`src/mprs_pkg.sv`:
```
// Package of timing constants and states for the power/reset sequencer
`default_nettype none
package mprs_pkg;
  // Clock rate and millisecond tick
  localparam int unsigned CLK_HZ      = 40000000;
  localparam int unsigned MS_CYCLES   = CLK_HZ / 1000;
  localparam logic [15:0] MS_LAST     = 16'(MS_CYCLES - 1);
  // Pulse windows in milliseconds
  localparam logic [13:0] PON_MIN_MS  = 14'd100;
  localparam logic [13:0] PON_MAX_MS  = 14'd2000;
  localparam logic [13:0] POFF_MIN_MS = 14'd3000;
  localparam logic [13:0] POFF_MAX_MS = 14'd8000;
  localparam logic [13:0] RST_MIN_MS  = 14'd700;
  localparam logic [13:0] RST_MAX_MS  = 14'd1000;
  localparam logic [13:0] WIDTH_SAT   = 14'h3fff;
  // Sequencing step lengths in milliseconds
  localparam logic [13:0] BOOT_MS     = 14'd10;
  localparam logic [13:0] SHUT_MS     = 14'd10;
  localparam logic [13:0] RSTHOLD_MS  = 14'd10;

  typedef enum logic [2:0] {
    MPRS_OFF,
    MPRS_BOOT,
    MPRS_ON,
    MPRS_SHUT,
    MPRS_RESET
  } mprs_state_t;
endpackage
`default_nettype wire

```
`src/mprs_sequencer.sv`:
```
// Power-key and reset-pulse sequencer of the cellular module
`default_nettype none
module mprs_sequencer #(
  // Clocks per millisecond tick; a bench may cut it to keep runs short
  parameter int unsigned TICK_CYCLES = mprs_pkg::MS_CYCLES
) (
  input  wire logic i_clk,            // 40 MHz clock
  input  wire logic i_resetn,         // Async reset, active low
  input  wire logic i_power_key_n,    // Power key, active low
  input  wire logic i_reset_n,        // Hardware reset pin, active low
  input  wire logic i_supply_ok,      // High while supply is at least 3.3 V
  input  wire logic i_soft_poweroff,  // One-cycle software power-off command
  input  wire logic i_soft_reset,     // One-cycle software reset command
  output logic      o_logic_rail_out, // Logic rail enable, high when powered
  output logic      o_core_reset_n,   // Core reset, active low
  output logic      o_shutdown_req,   // Orderly shutdown in progress
  output logic      o_abrupt_off      // Pulse: off without orderly steps
);

  mprs_pkg::mprs_state_t state_r, state_nxt;
  logic [15:0] div_r;
  logic        key_s1_r, key_s2_r, key_d_r;
  logic        rst_s1_r, rst_s2_r, rst_d_r;
  logic [13:0] key_ms_r, rst_ms_r, step_ms_r;
  logic        soft_off_r;
  logic        rail_r, core_rst_n_r, shut_r, abrupt_r;

  // Last divider count of one tick, cut to the divider width on purpose
  localparam logic [15:0] TICK_LAST = 16'(TICK_CYCLES - 1);

  // Saturating millisecond increment, shared by all three timers
  function automatic logic [13:0] ms_inc(input logic [13:0] v);
    ms_inc = (v == mprs_pkg::WIDTH_SAT) ? v : v + 14'h0001;
  endfunction

  function automatic logic in_win(input logic [13:0] v,
                                  input logic [13:0] lo,
                                  input logic [13:0] hi);
    in_win = (v >= lo) && (v <= hi);
  endfunction

  // Millisecond tick and release detection
  wire tick        = (div_r == TICK_LAST);
  wire key_release = key_s2_r && !key_d_r;
  wire rst_release = rst_s2_r && !rst_d_r;
  wire key_on_ok   = key_release &&
    in_win(key_ms_r, mprs_pkg::PON_MIN_MS, mprs_pkg::PON_MAX_MS);
  wire key_off_ok  = key_release &&
    in_win(key_ms_r, mprs_pkg::POFF_MIN_MS, mprs_pkg::POFF_MAX_MS);
  wire rst_ok      = rst_release &&
    in_win(rst_ms_r, mprs_pkg::RST_MIN_MS, mprs_pkg::RST_MAX_MS);
  // Each step has its own length; the first tick of a step may come at
  // any phase, so a step really lasts one tick less to its full length
  wire [13:0] step_len =
    (state_r == mprs_pkg::MPRS_SHUT)  ? mprs_pkg::SHUT_MS :
    (state_r == mprs_pkg::MPRS_RESET) ? mprs_pkg::RSTHOLD_MS :
                                        mprs_pkg::BOOT_MS;
  wire step_done   = (step_ms_r == step_len);

  // Two-stage synchronisers; first stage is read only by the second
  always_ff @(posedge i_clk or negedge i_resetn)
  begin
    if (!i_resetn)
    begin
      key_s1_r <= 1'b1;
      key_s2_r <= 1'b1;
      key_d_r  <= 1'b1;
      rst_s1_r <= 1'b1;
      rst_s2_r <= 1'b1;
      rst_d_r  <= 1'b1;
    end
    else
    begin
      key_s1_r <= i_power_key_n;
      key_s2_r <= key_s1_r;
      key_d_r  <= key_s2_r;
      rst_s1_r <= i_reset_n;
      rst_s2_r <= rst_s1_r;
      rst_d_r  <= rst_s2_r;
    end
  end

  // Pulse-width timers count whole ms while the line is low
  always_ff @(posedge i_clk or negedge i_resetn)
  begin
    if (!i_resetn)
    begin
      div_r    <= 16'h0000;
      key_ms_r <= 14'h0000;
      rst_ms_r <= 14'h0000;
    end
    else
    begin
      div_r    <= tick ? 16'h0000 : div_r + 16'h0001;
      key_ms_r <= key_s2_r ? 14'h0000 :
                  (tick ? ms_inc(key_ms_r) : key_ms_r);
      rst_ms_r <= rst_s2_r ? 14'h0000 :
                  (tick ? ms_inc(rst_ms_r) : rst_ms_r);
    end
  end

  // Next state; supply loss overrides every other event
  always_comb
  begin
    state_nxt = state_r;
    if (!i_supply_ok)
      state_nxt = mprs_pkg::MPRS_OFF;
    else
      unique case (state_r)
        mprs_pkg::MPRS_OFF:
          if (key_on_ok)
            state_nxt = mprs_pkg::MPRS_BOOT;
        mprs_pkg::MPRS_BOOT:
          if (step_done)
            state_nxt = mprs_pkg::MPRS_ON;
        mprs_pkg::MPRS_ON:
          if (key_off_ok || i_soft_poweroff)
            state_nxt = mprs_pkg::MPRS_SHUT;
          else if (rst_ok || i_soft_reset)
            state_nxt = mprs_pkg::MPRS_RESET;
        mprs_pkg::MPRS_SHUT:
          if (step_done)
            state_nxt = (soft_off_r && !key_s2_r) ?
                        mprs_pkg::MPRS_BOOT :
                        mprs_pkg::MPRS_OFF;
        mprs_pkg::MPRS_RESET:
          if (step_done)
            state_nxt = mprs_pkg::MPRS_BOOT;
      endcase
  end

  // State, step timer and registered outputs
  always_ff @(posedge i_clk or negedge i_resetn)
  begin
    if (!i_resetn)
    begin
      state_r      <= mprs_pkg::MPRS_OFF;
      step_ms_r    <= 14'h0000;
      soft_off_r   <= 1'b0;
      rail_r       <= 1'b0;
      core_rst_n_r <= 1'b0;
      shut_r       <= 1'b0;
      abrupt_r     <= 1'b0;
    end
    else
    begin
      state_r      <= state_nxt;
      step_ms_r    <= (state_nxt != state_r) ? 14'h0000 :
                      (tick ? ms_inc(step_ms_r) : step_ms_r);
      soft_off_r   <= (state_r == mprs_pkg::MPRS_ON) ? i_soft_poweroff
                      && !key_off_ok : soft_off_r;
      rail_r       <= (state_nxt != mprs_pkg::MPRS_OFF);
      core_rst_n_r <= (state_nxt == mprs_pkg::MPRS_ON);
      shut_r       <= (state_nxt == mprs_pkg::MPRS_SHUT);
      abrupt_r     <= !i_supply_ok &&
                      (state_r != mprs_pkg::MPRS_OFF);
    end
  end

  assign o_logic_rail_out = rail_r;
  assign o_core_reset_n   = core_rst_n_r;
  assign o_shutdown_req   = shut_r;
  assign o_abrupt_off     = abrupt_r;

  // Checks; they rest while reset is applied
  chk_supply_off: assert property (
    @(posedge i_clk) disable iff (!i_resetn)
    !i_supply_ok |=> !o_logic_rail_out && !o_shutdown_req)
    else $error("rail stays up after supply loss");
  chk_abrupt_once: assert property (
    @(posedge i_clk) disable iff (!i_resetn)
    o_abrupt_off |=> !o_abrupt_off)
    else $error("abrupt-off pulse lasts too long");
  chk_poweron_key: assert property (
    @(posedge i_clk) disable iff (!i_resetn)
    (state_r == mprs_pkg::MPRS_OFF) && key_on_ok && i_supply_ok
    |=> o_logic_rail_out)
    else $error("valid key pulse did not power on");
  chk_short_ignored: assert property (
    @(posedge i_clk) disable iff (!i_resetn)
    (state_r == mprs_pkg::MPRS_OFF) && key_release &&
    (key_ms_r < mprs_pkg::PON_MIN_MS) |=> !o_logic_rail_out)
    else $error("short key pulse powered on");
  chk_long_off: assert property (
    @(posedge i_clk) disable iff (!i_resetn)
    (state_r == mprs_pkg::MPRS_ON) && key_off_ok && i_supply_ok
    |=> o_shutdown_req && o_logic_rail_out)
    else $error("long key pulse did not start shutdown");
  chk_hw_reset: assert property (
    @(posedge i_clk) disable iff (!i_resetn)
    (state_r == mprs_pkg::MPRS_ON) && rst_ok && !key_off_ok &&
    !i_soft_poweroff && i_supply_ok |=> !o_core_reset_n)
    else $error("reset pulse did not reset core");
  chk_soft_reset: assert property (
    @(posedge i_clk) disable iff (!i_resetn)
    (state_r == mprs_pkg::MPRS_ON) && i_soft_reset && !i_soft_poweroff &&
    !key_off_ok && i_supply_ok
    |=> state_r == mprs_pkg::MPRS_RESET)
    else $error("soft reset ignored");
  chk_soft_off: assert property (
    @(posedge i_clk) disable iff (!i_resetn)
    (state_r == mprs_pkg::MPRS_ON) && i_soft_poweroff && i_supply_ok
    |=> o_shutdown_req)
    else $error("soft power-off ignored");
  // A running core or a shutdown in progress needs the rail up
  chk_rail_state: assert property (
    @(posedge i_clk) disable iff (!i_resetn)
    (o_core_reset_n || o_shutdown_req) |-> o_logic_rail_out)
    else $error("core active with rail down");
  chk_key_restart: assert property (
    @(posedge i_clk) disable iff (!i_resetn)
    (state_r == mprs_pkg::MPRS_SHUT) && step_done && soft_off_r &&
    !key_s2_r && i_supply_ok |=> state_r == mprs_pkg::MPRS_BOOT)
    else $error("held key did not restart");

  cov_power_on: cover property (@(posedge i_clk) disable iff (!i_resetn)
    state_r == mprs_pkg::MPRS_BOOT ##1 state_r == mprs_pkg::MPRS_ON);
  cov_shutdown: cover property (@(posedge i_clk) disable iff (!i_resetn)
    state_r == mprs_pkg::MPRS_SHUT ##1 state_r == mprs_pkg::MPRS_OFF);
  cov_reset: cover property (@(posedge i_clk) disable iff (!i_resetn)
    state_r == mprs_pkg::MPRS_RESET ##1 state_r == mprs_pkg::MPRS_BOOT);
  cov_abrupt: cover property (@(posedge i_clk) disable iff (!i_resetn)
    o_abrupt_off);
  cov_restart: cover property (@(posedge i_clk) disable iff (!i_resetn)
    state_r == mprs_pkg::MPRS_SHUT ##1 state_r == mprs_pkg::MPRS_BOOT);

endmodule
`default_nettype wire

```
`config.mk`:
```
export PLATFORM = sky130hd
export DESIGN_NAME = mprs_sequencer
export DESIGN_NICKNAME = d
export VERILOG_FILES = /design/src/mprs_pkg.sv /design/src/mprs_sequencer.sv
export SDC_FILE = /design/constraint.sdc
export NUM_CORES = 1
export LEC_CHECK = 0
export ABC_AREA = 1
export BUFFER_PORTS_ARGS = -buffer_cell sky130_fd_sc_hd__buf_2
export CAP_MARGIN = 5
export CORE_ASPECT_RATIO = 0.6
export CORE_MARGIN = 3
export CORE_UTILIZATION = 25
export DETAILED_ROUTE_END_ITERATION = 8
export GPL_ROUTABILITY_DRIVEN = 0
export PLACE_DENSITY = 0.42
export SKIP_LAST_GASP = 1
export SYNTH_ARGS = -nofsm -noshare
export SYNTH_HDL_FRONTEND = slang
export SYNTH_SLANG_ARGS = --single-unit
```
`constraint.sdc`:
```
create_clock -name i_clk -period 1.8 [get_ports i_clk]
set_input_delay 0.18 -clock i_clk [delete_from_list [all_inputs] [get_ports i_clk]]
set_output_delay 0.18 -clock i_clk [all_outputs]
set_load 0.02 [all_outputs]
```
; ---- After elaboration in Yosys (flattened, before gate mapping)
; Cells that the tools add are included.
[word_totals]
register_bits = 72
latch_bits = 0
mem_bits_rw = 0
rom_bits = 0
input_bits = 7
memories = 0
[classes]
n_addsub = 4
mul = 0
div = 0
order_cmp = 6
n_eq_ne = 15
shifts = 0
mux = 19
bitwise = 0
n_reduce_logical = 27
[ops]
columns = cell, n
row1 = 14-bit two-way mux, 9
row2 = 14-bit by 1-bit adder with 14-bit output (second input constant), 3
row3 = 14-bit == test (second input constant), 3
row4 = 3-bit two-way mux, 7
row5 = 16-bit by 1-bit adder with 16-bit output (second input constant), 1
row6 = 16-bit == test (second input constant), 1
row7 = 16-bit two-way mux, 1
row8 = 3-bit one-hot mux with 5 select lines, 1
row9 = 14-bit by 4-bit == test with 1-bit output (second input constant), 1
row10 = 14-bit by 10-bit greater-or-equal comparator with 1-bit output (second input constant), 1
row11 = 14-bit by 12-bit greater-or-equal comparator with 1-bit output (second input constant), 1
row12 = 14-bit by 7-bit greater-or-equal comparator with 1-bit output (second input constant), 1
row13 = 14-bit by 10-bit <= comparator with 1-bit output (second input constant), 1
row14 = 14-bit by 11-bit <= comparator with 1-bit output (second input constant), 1
row15 = 14-bit by 13-bit <= comparator with 1-bit output (second input constant), 1
row16 = 3-bit by 2-bit == test with 1-bit output (second input constant), 4
row17 = 1-bit logical AND, 11
row18 = 2-bit inequality test (second input constant), 3
row19 = 2-bit AND reduction, 3
row20 = 2-bit nonzero test, 3
row21 = 3-bit nonzero test, 2
row22 = 1-bit zero test, 5
row23 = 3-bit by 1-bit == test with 1-bit output (second input constant), 1
row24 = 3-bit == test (second input constant), 1
row25 = other kinds (4), 5

; ---- Logic depth before layout (Yosys ltp)
[depth]
word_depth = 11
depth_mapped = 18
ltp_nobuf = 17

; ---- Least setup slack after synthesis
; OpenSTA, ideal clock, no wires.
[synth_path]
path_kind = register -> register
start = register key_s2_r
end = register step_ms_r[10]
t_arrival_ps = 1780
required_time_ps = 1676
setup_slack_ps = -104
path_stages_with_launch = 15
n_path_buf = 2
path_cell_list = dfstp_2 buf_6 inv_6 or2_4 nor2_2 nand3_2 nand2_2 nand2_2 nand2_2 nand2_2 nand2_2 nand2_2 nand3_4 buf_12 nor2_4
[synth_between]
elab_chain_cells = 9
[synth_lines]
columns = element, line_no
row1 = "start, declared", mprs_sequencer.sv:22  ; logic key_s1_r, key_s2_r, key_d_r;
row2 = "start signal, assigned", mprs_sequencer.sv:75  ; key_s2_r <= key_s1_r;
row3 = 1-bit zero test or 1-bit logical AND (tied branches), "mprs_sequencer.sv:123, mprs_sequencer.sv:44"
row4 = "1-bit logical AND, on equally long branches", "mprs_sequencer.sv:123, mprs_sequencer.sv:48"
row5 = 1-bit two-way mux or 1-bit logical OR (tied branches), "mprs_sequencer.sv:123, mprs_sequencer.sv:117"
row6 = "3-bit two-way mux, on equally long branches", "mprs_sequencer.sv:122, mprs_sequencer.sv:117"
row7 = 3-bit one-hot mux with 5 select lines *, mprs_sequencer.sv:109  ; unique case (state_r)
row8 = 3-bit two-way mux *, mprs_sequencer.sv:106  ; if (!i_supply_ok)
row9 = 3-bit inequality test *, mprs_sequencer.sv:148  ; step_ms_r <= (state_nxt != state_r) ? 14'h0000 :
row10 = 2-bit inequality test (no source line) or 2-bit nonzero test (tied branches), n/a
row11 = 2-bit AND reduction (no source line), n/a
row12 = "end signal, assigned", mprs_sequencer.sv:148
row13 = "end, declared", mprs_sequencer.sv:24  ; logic [13:0] key_ms_r, rst_ms_r, step_ms_r;
; Mark *: on every way between the ends. The rest lies on a longest branch, timed or not.
; A chain may end at the register's enable or synchronous reset.

; ---- Worst setup path in the final report
[layout_path]
start = register div_r[0]
end = register step_ms_r[3]
[layout_between]
elab_chain_cells = 3
[layout_lines]
columns = element, line_no
row1 = "start, declared", mprs_sequencer.sv:21  ; logic [15:0] div_r;
row2 = "start signal, assigned", mprs_sequencer.sv:94  ; div_r <= tick ? 16'h0000 : div_r + 16'h0001;
row3 = 16-bit == test, mprs_sequencer.sv:43  ; wire tick = (div_r == TICK_LAST);
row4 = 2-bit nonzero test (no source line), n/a
row5 = 2-bit AND reduction (no source line), n/a
; No other way between the ends.

==> results.ini <==
[outcome]
outcome = finished, violations left
violations = negative setup slack

[synth]
syn_inst = 539
synthTopCellsByArea = dfrtp_1 (39%), nand2_1 (9.7%), nor2_1 (5.5%)
synth_nets = 553
synth_seq_cells = 72
synth_seq_area_share_pct = 42.45
netlist.top_cell.by_area = dfrtp_1
avgSynthCellArea_um2 = 7.906
synth_flop_cell = dfrtp_1
synth_area_mm2 = 0.004262
yosys_warnings = 0
synth-async-reset-ratio_pct = 100.0
netlist.area_leader.share_pct = 38.76
ys_types = 41
synth_edf_count = 0

[timing]
setup_slack_ns = -0.1604
slew-limit-headroom_pct = 71.92
max_freq_ghz = 0.5101
period_share_pct = 108.9
finalHoldViolCount = 0
period_needed_ns = 1.960
finalSetupViolCount = 33
finalSetupTns_ns = -2.915
drv_slew = 0
rsz0062_at_grt = yes
fin_skew_ns = 0.009763
tightest_slew_ns = 0.4212

[setup_path]
r2r-end = step_ms_r[3]$_DFFE_PN0P_
cp_max_fo = 5
path_class = reg2reg
r2r_cells = 14
cp-endpoint = step_ms_r[3]$_DFFE_PN0P_
r2r-start = div_r[0]$_DFF_PN0_
setup.worst_path.start = div_r[0]$_DFF_PN0_
cp-end-kind = register
arrival_ns = 2.19
cp.required_ns = 2.03
rrSetupSlack_ns = -0.16
critPathLaunchType = register

[route]
wire_per_inst_um = 12.53
met2_length_um = 4672
top_layer = met4
drt-met1-wl_um = 6418
drt_iter0_drc = 172
vias = 3990
drtPass1Iterations = 4
routed_wl_um = 11630
drcViolationCount = 0
met3_length_um = 413
ant_nets = 0
vias_per_cell = 4.300

[power]
power_density_mw_per_mm2 = 863.5
worst_ir_drop_vdd_mv = 0.3892
p_leak_nw = 2.963

[floorplanning]
die-area_mm2 = 0.01870
std_cell_rows = 36
core_area_mm2 = 0.01644
start_util_pct = 25.92
die_h_um = 107.1
ios = 11
die_w_um = 174.6

[global_routing]
grt_max_degree = 73
grt_antenna_before_repair = 0
grt_overflow_total = 0
grt_pass1_wl_um = 19060
grt_pass1_vias = 3799
grt_usage_pct = 12.72

[finish]
mostFrequentLayoutCell = buf_4
nets = 709
fin_util_pct = 39.64
drive_gt1_share_pct = 44.00
insertedDiodeCount = 0
layout_common_cells = buf_4 (116), nand2_1 (92), dfrtp_1 (64), inv_1 (54), nor2_1 (50)
syn2layout_area_growth_pct = 52.94

[place]
dp.final_hpwl_um = 8238
pre_cts_slack_ns = -0.1330
port_buffers = 10

[cts]
tritoncts = built
cts_buffer_depth = 2
cts_buffers = 9
htree_levels = 3
clkTransAtPathRegs_ns = 0.06
clockRootBuffer = clkbuf_16
numClockSinks = 72
clock_latency_ns = 0.34

[worst_hold_path]
hold_path_class = in2reg

[job]
maxCapViolations = 0

[state kept, by name, summed over array words and instances (netlist names), 3 cells and up]
| signal | flops |
|---|---|
| div_r | 16 |
| key_ms_r | 14 |
| rst_ms_r | 14 |
| state_r | 3 |
| step_ms_r | 14 |
[worst max-delay path, stage by stage (launching register included)]
cell      delay (ns)
dfrtp_1         0.35
ha_2            0.19
nand2_2         0.06
nor2_4          0.09
nand2_2         0.06
nor2_4          0.15
nand2_4         0.11
inv_8           0.12
nand2_4         0.06
inv_4           0.06
nand3b_1        0.10
buf_4           0.15
buf_4           0.12
xor2_1          0.15
nor2_2          0.05
[stage by stage]
stage / instance area [µm²] / power [mW] / std cells / hold WS, ns
final: 6518 / 5.628 / 928 / 0.04626
after global placement: 5376 / 3.261 / 877 / 0.2349
after global routing: 6518 / 5.931 / 928 / 0.04483
after CTS: 6005 / 5.447 / 911 / 0.04242
after floorplan: 4267 / 2.786 / 539 / -0.1156
after detailed placement: 5376 / 3.261 / 877 / 0.2413
[worst min-delay path by stage]
stage,start,to,cells past startpoint
3_3_place_gp,i_resetn,state_r[2]$_DFF_PN0_,2
4_1_cts,i_supply_ok,o_abrupt_off$_DFF_PN0_,2
3_5_place_dp,i_resetn,o_abrupt_off$_DFF_PN0_,2
2_1_floorplan,i_resetn,div_r[0]$_DFF_PN0_,0
6_report,i_supply_ok,o_abrupt_off$_DFF_PN0_,2
5_1_grt,i_supply_ok,o_abrupt_off$_DFF_PN0_,2
[synth_stat cells, types with 3 or more instances]
master / number
ha_1: 7
o21a_1: 6
nor2_4: 11
nor2_2: 9
dfrtp_1: 66
a21oi_1: 27
nand2_4: 3
nand2_2: 13
nor4_1: 3
inv_2: 15
nand3_2: 5
nor2_1: 63
xnor2_1: 6
nor3_2: 4
nand2_1: 110
nand3_1: 37
xor2_1: 15
nand4_1: 11
dfstp_2: 6
o21ai_0: 23
nor3_1: 18
inv_1: 58
[timing repair]
action | 4_1_cts | 5_1_grt
hold buffers | 3 | 0
endpoints found under the hold margin | 68 | 0
setup buffers | 16 | 19
pin swaps | 18 | 49
gates cloned | 0 | 1
setup endpoints to repair | 32 | 55
gates resized for setup | 42 | 95
[final cells by class]
| type | instances | area, µm² |
|---|---|---|
| multi-input combinational | 386 | 2554 |
| fill | 1624 | 9923 |
| clock inverter | 5 | 81.33 |
| timing repair buffer | 149 | 1231 |
| sequential | 72 | 1812 |
| tap | 228 | 285.3 |
| clock buffer | 11 | 242.7 |
| inverter | 77 | 311.5 |
[routing by layer]
| layer | up-vias | track usage (%) |
|---|---|---|
| met1 | 1866 | 19.64 |
| met2 | 60 | 17.77 |
| met5 | - | 0 |
| met4 | 0 | 3.072 |
| met3 | 12 | 2.760 |
| li1 | 2052 | - |
[where the power goes]
group / switching, mW / internal (mW)
logic: 1.07 / 0.818
clock network: 0.732 / 1.25
registers: 0.0546 / 1.70
[kinds of logic after synthesis]
group                      count (synthesis)  share of synthesized area (%)
and+or+nand+nor                          292                          34.12
buffers and inverters                     81                          8.162
DFF                                       72                          42.45
AOI/OAI and AO/OA                         66                          8.896
xor gates and xnor gates                  21                          4.316
adders and majority gates                  7                          2.055
Power figures use the tool's default switching activity.
